File: config.mk
export PLATFORM = sky130hd
export DESIGN_NAME = flash_seq
export DESIGN_NICKNAME = d
export VERILOG_FILES = /design/src/flash_seq_pkg.sv /design/src/flash_seq.sv
export SDC_FILE = /design/constraint.sdc
export NUM_CORES = 1
export LEC_CHECK = 0
export ABC_CLOCK_PERIOD_IN_PS = 8250
export BUFFER_PORTS_ARGS = -buffer_cell sky130_fd_sc_hd__buf_4
export CAP_MARGIN = 20
export CORE_MARGIN = 8
export CORE_UTILIZATION = 65
export CTS_BUF_LIST = sky130_fd_sc_hd__clkbuf_2 sky130_fd_sc_hd__clkbuf_4 sky130_fd_sc_hd__clkbuf_8
export DETAILED_ROUTE_END_ITERATION = 8
export PLACE_DENSITY = 0.86
export SKIP_CTS_REPAIR_TIMING = 1
export SLEW_MARGIN = 5
export SYNTH_ARGS = -nofsm -noshare
export SYNTH_HDL_FRONTEND = slang
export SYNTH_SLANG_ARGS = --single-unit
File: constraint.sdc
create_clock -name i_sys_clk -period 8.25 [get_ports i_sys_clk]
set_input_delay 1.2375 -clock i_sys_clk [delete_from_list [all_inputs] [get_ports i_sys_clk]]
set_output_delay 1.2375 -clock i_sys_clk [all_outputs]
set_load 0.005 [all_outputs]
File: src/flash_seq_pkg.sv
// constants, states and status layout of the programmer mode sequencer
// assumes one 125 MHz system clock and a flash macro beside the block
// Overview of operation
// - after program, erase or status read, return to the command wait state
// - memory read needs a read command first, except right after reset and setup; then reads repeat freely
// - in memory read mode commands are decoded as in command wait
// - after reset and setup time the block sits in memory read mode
// - auto-program takes 128 consecutive bytes before programming starts
// - misaligned program address still programs but flags a write error
// - address taken on the second cycle; later cycles carry data only
// - completion shows on bit seven, normal end on bit six
// - polling bits held until next command, driven with ce and oe low
// - auto-erase always clears the whole array
// - erase end shows on bit seven, normal end on bit six
// - bit seven of polling tells running from ended
// - bit six of polling tells normal from abnormal end
// - status code kept until a non status read command is taken
package flash_seq_pkg;
    localparam int CLK_KHZ        = 125000;
    localparam int SETUP_TIME_MS  = 10;
    localparam int SETUP_CYC      = SETUP_TIME_MS * CLK_KHZ;
    localparam int PAGE_BYTES     = 128;
    localparam int PAGE_LSB       = 7;
    localparam int ADDR_W         = 17;
    localparam int FIFO_DEPTH     = 8;
    localparam logic [7:0] CMD_PROG   = 8'h40;
    localparam logic [7:0] CMD_ERASE  = 8'h20;
    localparam logic [7:0] CMD_STATUS = 8'h71;
    localparam logic [7:0] CMD_READ   = 8'h00;
    localparam logic [7:0] STS_RST    = 8'h00;
    localparam int ST_ABN  = 7;
    localparam int ST_CMD  = 6;
    localparam int ST_PRG  = 5;
    localparam int ST_ERS  = 4;
    localparam int ST_OVC  = 1;
    localparam int ST_ADR  = 0;
    typedef enum logic [3:0] {
        S_SETUP, S_WAIT, S_READ, S_PADDR, S_PDATA, S_PDRAIN,
        S_PRUN, S_ERS2, S_ERUN, S_STS2
    } seq_state_e;
    typedef enum logic [1:0] {
        OUT_NONE, OUT_ARRAY, OUT_POLL, OUT_STATUS
    } out_sel_e;
endpackage

File: src/flash_seq.sv
// programmer mode sequencer and its byte fifo
// assumes pins come from an outside programmer; flash macro on same clock
`timescale 1ns/1ps

////////////////////////////////////////////////////////////////////////
module byte_fifo #(
    parameter int W     = 8,
    parameter int DEPTH = 8
) (
    input  wire logic         i_sys_clk,  // system clock
    input  wire logic         i_nrst,     // async reset, low
    input  wire logic         i_in_valid, // push request
    output logic              o_in_ready, // room left
    input  wire logic [W-1:0] i_in_data,  // pushed word
    output logic              o_out_valid,// word available
    input  wire logic         i_out_ready,// pop request
    output logic [W-1:0]      o_out_data  // head word
);
    localparam int PW = $clog2(DEPTH);
    logic [W-1:0]  mem [DEPTH];
    logic [PW-1:0] wr_r;
    logic [PW-1:0] rd_r;
    logic [PW:0]   cnt_r;
    wire push = i_in_valid & o_in_ready;
    wire pop  = o_out_valid & i_out_ready;

    assign o_in_ready  = (cnt_r != (PW+1)'(DEPTH));
    assign o_out_valid = (cnt_r != '0);
    assign o_out_data  = mem[rd_r];

    always_ff @(posedge i_sys_clk) begin
        if (push)
            mem[wr_r] <= i_in_data;
    end

    always_ff @(posedge i_sys_clk or negedge i_nrst) begin
        if (!i_nrst) begin
            wr_r  <= '0;
            rd_r  <= '0;
            cnt_r <= '0;
        end else begin
            if (push)
                wr_r <= (wr_r == PW'(DEPTH-1)) ? '0 : wr_r + 1'b1;
            if (pop)
                rd_r <= (rd_r == PW'(DEPTH-1)) ? '0 : rd_r + 1'b1;
            if (push & ~pop)
                cnt_r <= cnt_r + 1'b1;
            else if (pop & ~push)
                cnt_r <= cnt_r - 1'b1;
        end
    end
endmodule // byte_fifo

////////////////////////////////////////////////////////////////////////
module flash_seq #(
    parameter int SETUP_CYC = flash_seq_pkg::SETUP_CYC,
    parameter int ADDR_W    = flash_seq_pkg::ADDR_W,
    parameter int DEPTH     = flash_seq_pkg::FIFO_DEPTH
) (
    input  wire logic              i_sys_clk,    // 125 MHz clock
    input  wire logic              i_nrst,       // async reset, low
    input  wire logic              i_ce_n,       // chip enable pin
    input  wire logic              i_oe_n,       // output enable pin
    input  wire logic              i_we_n,       // write strobe pin
    input  wire logic [ADDR_W-1:0] i_addr,       // address pins
    input  wire logic [7:0]        i_data,       // data pins in
    output logic [7:0]             o_data,       // data pins out
    output logic                   o_data_oe,    // data pins driven
    output logic [ADDR_W-1:0]      o_mem_addr,   // macro address
    input  wire logic [7:0]        i_mem_rdata,  // macro read data
    output logic                   o_mem_wvalid, // page byte valid
    output logic [7:0]             o_mem_wdata,  // page byte
    input  wire logic              i_mem_wready, // macro takes byte
    output logic                   o_prog_start, // program page pulse
    output logic                   o_erase_start,// erase all pulse
    input  wire logic              i_op_done,    // macro op ended pulse
    input  wire logic              i_op_fail,    // with done: failed
    output logic                   o_busy        // op in progress
);
    localparam int PB = flash_seq_pkg::PAGE_LSB;
    localparam int SW = ADDR_W + 11;
    localparam int CW = $clog2(SETUP_CYC + 1);

    flash_seq_pkg::seq_state_e state_r;
    flash_seq_pkg::out_sel_e   sel_r;
    logic [SW-1:0]     s1_r;
    logic [SW-1:0]     s2_r;
    logic              we_d_r;
    logic [CW-1:0]     setup_r;
    logic [ADDR_W-1:0] base_r;
    logic [7:0]        in_cnt_r;
    logic [7:0]        acc_cnt_r;
    logic [PB-1:0]     ld_idx_r;
    logic [7:0]        sts_r;
    logic              done_r;
    logic              push_r;
    logic [7:0]        push_d_r;
    logic              fifo_in_rdy;
    logic              fifo_out_vld;
    logic [7:0]        fifo_out_dat;

    ////////////////////////////////////////////////////////////////////
    // two-flop synchronisers on every pin
    wire              ce_s   = ~s2_r[SW-1];
    wire              oe_s   = ~s2_r[SW-2];
    wire              we_s   = s2_r[SW-3];
    wire [ADDR_W-1:0] addr_s = s2_r[ADDR_W+7:8];
    wire [7:0]        dat_s  = s2_r[7:0];
    // data sampled at the rising write edge; pins hold 50 ns after it
    wire wr_stb = we_s & ~we_d_r & ce_s;

    wire cmd_prog = (dat_s == flash_seq_pkg::CMD_PROG);
    wire cmd_ers  = (dat_s == flash_seq_pkg::CMD_ERASE);
    wire cmd_sts  = (dat_s == flash_seq_pkg::CMD_STATUS);
    wire cmd_rd   = (dat_s == flash_seq_pkg::CMD_READ);
    wire cmd_idle = (state_r == flash_seq_pkg::S_WAIT) |
                    (state_r == flash_seq_pkg::S_READ);
    wire misalign = (addr_s[PB-1:0] != '0);
    wire skid_ld  = fifo_out_vld & (~o_mem_wvalid | i_mem_wready);
    wire mem_acc  = o_mem_wvalid & i_mem_wready;
    wire abnormal = |sts_r[flash_seq_pkg::ST_PRG:0] |
                    sts_r[flash_seq_pkg::ST_CMD];
    wire [7:0] poll_byte = {done_r, done_r & ~abnormal, 6'h00};
    wire [7:0] sts_byte  = {abnormal, sts_r[6:0]};

    always_ff @(posedge i_sys_clk or negedge i_nrst) begin
        if (!i_nrst) begin
            // strobes idle high, so no false write edge after reset
            s1_r   <= {3'h7, {(SW-3){1'b0}}};
            s2_r   <= {3'h7, {(SW-3){1'b0}}};
            we_d_r <= 1'b1;
        end else begin
            s1_r   <= {i_ce_n, i_oe_n, i_we_n, i_addr, i_data};
            s2_r   <= s1_r;
            we_d_r <= we_s;
        end
    end

    ////////////////////////////////////////////////////////////////////
    // page bytes pass the fifo; a full fifo drops the byte and flags it
    byte_fifo #(
        .W     (8),
        .DEPTH (DEPTH)
    ) u_fifo (
        .i_sys_clk   (i_sys_clk),
        .i_nrst      (i_nrst),
        .i_in_valid  (push_r),
        .o_in_ready  (fifo_in_rdy),
        .i_in_data   (push_d_r),
        .o_out_valid (fifo_out_vld),
        .i_out_ready (skid_ld),
        .o_out_data  (fifo_out_dat)
    );

    always_ff @(posedge i_sys_clk or negedge i_nrst) begin
        if (!i_nrst) begin
            o_mem_wvalid <= 1'b0;
            o_mem_wdata  <= 8'h00;
            ld_idx_r     <= '0;
            acc_cnt_r    <= 8'h00;
        end else begin
            if (skid_ld) begin
                o_mem_wvalid <= 1'b1;
                o_mem_wdata  <= fifo_out_dat;
                ld_idx_r     <= ld_idx_r + 1'b1;
            end else if (i_mem_wready)
                o_mem_wvalid <= 1'b0;
            if (state_r == flash_seq_pkg::S_PADDR)
                acc_cnt_r <= 8'h00;
            else if (mem_acc)
                acc_cnt_r <= acc_cnt_r + 1'b1;
            if (state_r == flash_seq_pkg::S_PADDR)
                ld_idx_r <= '0;
        end
    end

    ////////////////////////////////////////////////////////////////////
    // command sequencer
    always_ff @(posedge i_sys_clk or negedge i_nrst) begin
        if (!i_nrst) begin
            state_r       <= flash_seq_pkg::S_SETUP;
            sel_r         <= flash_seq_pkg::OUT_NONE;
            setup_r       <= '0;
            base_r        <= '0;
            in_cnt_r      <= 8'h00;
            sts_r         <= flash_seq_pkg::STS_RST;
            done_r        <= 1'b0;
            push_r        <= 1'b0;
            push_d_r      <= 8'h00;
            o_prog_start  <= 1'b0;
            o_erase_start <= 1'b0;
        end else begin
            push_r        <= 1'b0;
            o_prog_start  <= 1'b0;
            o_erase_start <= 1'b0;
            unique case (state_r)
            flash_seq_pkg::S_SETUP: begin
                setup_r <= setup_r + 1'b1;
                if (setup_r == CW'(SETUP_CYC - 1)) begin
                    state_r <= flash_seq_pkg::S_READ;
                    sel_r   <= flash_seq_pkg::OUT_ARRAY;
                end
            end
            flash_seq_pkg::S_WAIT, flash_seq_pkg::S_READ: begin
                if (wr_stb) begin
                    if (!cmd_sts)
                        sts_r <= flash_seq_pkg::STS_RST;
                    sel_r <= flash_seq_pkg::OUT_NONE;
                    if (cmd_prog)
                        state_r <= flash_seq_pkg::S_PADDR;
                    else if (cmd_ers)
                        state_r <= flash_seq_pkg::S_ERS2;
                    else if (cmd_sts)
                        state_r <= flash_seq_pkg::S_STS2;
                    else if (cmd_rd) begin
                        state_r <= flash_seq_pkg::S_READ;
                        sel_r   <= flash_seq_pkg::OUT_ARRAY;
                    end else begin
                        // no operation starts on an unknown code
                        sts_r   <= 8'h00 | (8'h01 << flash_seq_pkg::ST_CMD);
                        state_r <= flash_seq_pkg::S_WAIT;
                        sel_r   <= flash_seq_pkg::OUT_STATUS;
                    end
                end
            end
            flash_seq_pkg::S_PADDR: begin
                if (wr_stb) begin
                    // block base latched only here
                    base_r   <= addr_s;
                    push_r   <= 1'b1;
                    push_d_r <= dat_s;
                    in_cnt_r <= 8'h01;
                    done_r   <= 1'b0;
                    sel_r    <= flash_seq_pkg::OUT_POLL;
                    state_r  <= flash_seq_pkg::S_PDATA;
                    if (misalign) begin
                        sts_r[flash_seq_pkg::ST_ADR] <= 1'b1;
                        sts_r[flash_seq_pkg::ST_PRG] <= 1'b1;
                    end
                end
            end
            flash_seq_pkg::S_PDATA: begin
                if (wr_stb) begin
                    push_r   <= 1'b1;
                    push_d_r <= dat_s;
                    in_cnt_r <= in_cnt_r + 1'b1;
                    if (in_cnt_r == 8'(flash_seq_pkg::PAGE_BYTES - 1))
                        state_r <= flash_seq_pkg::S_PDRAIN;
                end
                if (push_r & ~fifo_in_rdy)
                    sts_r[flash_seq_pkg::ST_PRG] <= 1'b1;
            end
            flash_seq_pkg::S_PDRAIN: begin
                if (push_r & ~fifo_in_rdy)
                    sts_r[flash_seq_pkg::ST_PRG] <= 1'b1;
                // whole page in the macro latch before programming
                if (acc_cnt_r == 8'(flash_seq_pkg::PAGE_BYTES)) begin
                    o_prog_start <= 1'b1;
                    state_r      <= flash_seq_pkg::S_PRUN;
                end
            end
            flash_seq_pkg::S_PRUN: begin
                if (i_op_done) begin
                    done_r  <= 1'b1;
                    state_r <= flash_seq_pkg::S_WAIT;
                    if (i_op_fail)
                        sts_r[flash_seq_pkg::ST_PRG] <= 1'b1;
                end
            end
            flash_seq_pkg::S_ERS2: begin
                if (wr_stb) begin
                    if (cmd_ers) begin
                        o_erase_start <= 1'b1;
                        done_r        <= 1'b0;
                        sel_r         <= flash_seq_pkg::OUT_POLL;
                        state_r       <= flash_seq_pkg::S_ERUN;
                    end else begin
                        sts_r[flash_seq_pkg::ST_CMD] <= 1'b1;
                        sel_r   <= flash_seq_pkg::OUT_STATUS;
                        state_r <= flash_seq_pkg::S_WAIT;
                    end
                end
            end
            flash_seq_pkg::S_ERUN: begin
                if (i_op_done) begin
                    done_r  <= 1'b1;
                    state_r <= flash_seq_pkg::S_WAIT;
                    if (i_op_fail)
                        sts_r[flash_seq_pkg::ST_ERS] <= 1'b1;
                end
            end
            flash_seq_pkg::S_STS2: begin
                if (wr_stb) begin
                    if (!cmd_sts)
                        sts_r[flash_seq_pkg::ST_CMD] <= 1'b1;
                    sel_r   <= flash_seq_pkg::OUT_STATUS;
                    state_r <= flash_seq_pkg::S_WAIT;
                end
            end
            default: state_r <= flash_seq_pkg::S_WAIT;
            endcase
        end
    end

    ////////////////////////////////////////////////////////////////////
    // pin side outputs and macro address
    wire [7:0] out_nxt = (sel_r == flash_seq_pkg::OUT_ARRAY)  ? i_mem_rdata :
                         (sel_r == flash_seq_pkg::OUT_POLL)   ? poll_byte :
                         (sel_r == flash_seq_pkg::OUT_STATUS) ? sts_byte :
                         8'h00;
    wire [ADDR_W-1:0] wr_addr = {base_r[ADDR_W-1:PB], ld_idx_r};

    always_ff @(posedge i_sys_clk or negedge i_nrst) begin
        if (!i_nrst) begin
            o_data     <= 8'h00;
            o_data_oe  <= 1'b0;
            o_mem_addr <= '0;
            o_busy     <= 1'b0;
        end else begin
            o_data    <= out_nxt;
            o_data_oe <= ce_s & oe_s &
                         (state_r != flash_seq_pkg::S_SETUP);
            o_busy    <= (state_r == flash_seq_pkg::S_PRUN) |
                         (state_r == flash_seq_pkg::S_ERUN);
            if (skid_ld)
                o_mem_addr <= wr_addr;
            else if (state_r == flash_seq_pkg::S_READ)
                o_mem_addr <= addr_s;
        end
    end
endmodule // flash_seq

==> results.md <==
- Antenna cells: 0
- Vias: 6031
- Synthesized area: 9820 sq um
- DIE AREA: 19300 sq um
- RSZ-0062 raised after global routing: no
- Die height: 139 um
- Setup Crit Path Kind: flip-flop to flip-flop
- Vias in the first global route: 6473
- Clock Tree Buf Depth: 3
- Ys async rst share: 74.0%
- Post-route ant nets: 0
- CP Capture Type: flip-flop
- Total track usage: 20.0%
- Htree depth: 2
- Initial antenna violation count: 0
- # IOs: 79
- PwrDens: 323 nW/um^2
- PortBufs: 78
- Clk_lat worst skew: 510 ps
- Avg Cell Area, Syn: 13.4 sq um
- Hold Fails Final Rpt: 0
- Footprint of the multi-input gates: 3160 sq um
- Root buffer selected by CTS: clkbuf_8
- Hold Crit Start: s1_r[1]$_DFF_PN0_
- Dominant synthesized flop cell: dfrtp_1
- Die X: 139 um
- Max frequency: 328 MHz
- Sequential-to-total area share from yosys stat: 66.1%
- HP Class: flip-flop to flip-flop
- Skew final: 16.2 ps
- Final setup viols: 0
- Crit Path Max Fanout: 24
- DRC: 0
- Core Area: 15000 sq um
- Synth cell types: 71
- Slew headroom: 27.6%
- Worst setup path start: u_fifo.cnt_r[1]$_DFFE_PN0P_
- Required time worst endpoint: 8640 ps
- # Max-Cap Violations: 0
- Clk slew on worst S/H paths: 70 ps
- CP Data Arrival Time: 3440 ps
- GP Congestion: 0.902
- Fin nets: 885
- Detailed Routing Iterations Pass 1: 5
- Share of cells above drive strength 1: 22.5%
- Hold WS: 341 ps
- Register bit count reported by yosys: 246
- First-pass GRT wire length: 31.8 mm
- Synth Instances: 731
- TritonCTS clock tree: done
- Yosys warns: 0
- Syn nets: 785
- Fill count: 888
- Final Critical Period: 3050 ps
- VDD IR max: 0.165 mV
- Max-slew violation count: 0
- EDFF count, synth: 64
- P_leak: 5.00 nW
- Worst Tran Pin Value: 1080 ps
- Clk sinks: 246
- Status: complete, no violations
- RR Startpoint: u_fifo.cnt_r[1]$_DFFE_PN0P_
- Site Rows: 45
- Starting Density: 65.6%
- Vias/cell: 5.76
- Fin Setup TNS: 0 ps
- CTS buffer count: 39
- DR WL/cell: 18.3 um
- Sequential cell area: 6480 sq um
- Worst setup SP type: flip-flop
- GR Overflow Total: 0
- Commonest non-fill, non-tap cell in the layout: dfrtp_1
- Period utilisation layout: 36.9%
- Layout area overhead: 16.6%
- DR iter-0 viols: 459
- Drt total wl: 19.1 mm
- Largest net degree at the start of global routing: 117
- Most frequent cells in the layout: dfrtp_1, nand2_1, buf_4
- Detailed placement HPWL: 12.6 mm
[logic make-up after synthesis]
| logic type | Yosys count | synth area share (%) |
|---|---|---|
| adder cells (fa/ha/maj) | 14 | 1.85 |
| buffers and inverters | 44 | 1.83 |
| AO/OA/AOI/OAI | 73 | 4.93 |
| multiplexers | 64 | 8.73 |
| XOR/XNOR | 44 | 3.93 |
| AND/OR/NAND/NOR | 246 | 12.7 |
| flip-flops | 246 | 66.1 |
[state kept, by name (all words and copies together), names as in the netlist, 7 cells and up, named ones only]
register and count:
acc_cnt_r 8, base_r 10, in_cnt_r 8, ld_idx_r 7, o_data 8, o_mem_addr 17, o_mem_wdata 8, push_d_r 8
s1_r 28, s2_r 28, setup_r 21, u_fifo.mem 64
[cells in the mapped netlist, drive strengths merged (2+ instances only)]
cell     instances  share of area [%]
o21ai           36                1.8
a21o             3               0.23
nor2b            3               0.19
nand4b           2               0.18
a22oi            3               0.23
inv             13               0.50
nor4b            5               0.45
and4             2               0.18
or3b             2               0.18
or3              3               0.19
nand4           14               0.89
dfrtp          175                 45
mux4            16                3.7
xnor2           25                2.2
nor2            46                1.8
or2              2               0.13
mux2            13                1.5
or4              4               0.38
and2             7               0.45
nand3b           5               0.38
edfxtp          64                 20
a2111oi          2               0.37
mux2i           35                3.6
a21oi            8               0.41
nand3           14               0.71
nor3b            3               0.23
and3             9               0.57
xor2            19                1.7
nand2b           8               0.51
dfstp            7                1.9
a22o             3               0.27
a211oi           2               0.15
nand2           87                3.3
clkbuf          18               0.69
nor4             5               0.47
buf             12               0.61
ha              12                1.5
nor3            20                1.0
[per-layer routing]
layer	share of wire (%)	global-route usage, %
met4	2.0	6.70
met3	5.5	4.58
met2	51	34.2
met1	42	24.9
met5	0	0
[final cells by class]
type | instances | share of cell area, %
clock inverter | 7 | 0.273
inverter | 14 | 0.459
timing repair buffer | 89 | 6.16
sequential | 246 | 56.7
multi-input combinational | 441 | 27.6
clock buffer | 62 | 6.75
tap | 188 | 2.06
[worst paths after layout]
kind	end	slack [ps]	cells past startpoint
worst max register to register	u_fifo.cnt_r[3]$_DFFE_PN0P_	5200	11
worst min-delay path	s2_r[1]$_DFF_PN0_	340	0
worst max-delay path	u_fifo.cnt_r[3]$_DFFE_PN0P_	5200	11
min in group asynchronous	o_data[7]$_DFF_PN0_	690	1
max in group asynchronous	o_mem_wvalid$_DFFE_PN0P_	6010	3
worst min register to register	s2_r[1]$_DFF_PN0_	340	0
[report_power, final]
part           internal [mW]  switching [mW]
Sequential              1.50           0.273
Combinational          0.463           0.427
Clock                  0.591           0.442
[stage by stage]
stage	power, mW	setup slack (ps)	instance area (sq um)	std cells	utilization (%)
after floorplan	2.32	5010	9820	731	-
after global placement	2.59	4880	10600	972	70.5
after global routing	3.91	5080	11400	1047	76.4
after detailed placement	2.66	4760	10600	974	70.6
final	3.70	5200	11400	1047	76.4
after CTS	3.72	5230	11400	1043	76.0
[worst max-delay path, stage by stage (launching register included)]
cell	delay, ps
dfrtp_1	440
or4_1	600
and2_1	210
inv_2	310
ha_1	280
inv_1	100
ha_1	280
a21o_1	180
a21oi_1	160
xnor2_1	150
nor2_1	70
xor2_1	140
(Power assumes the default switching activity.)
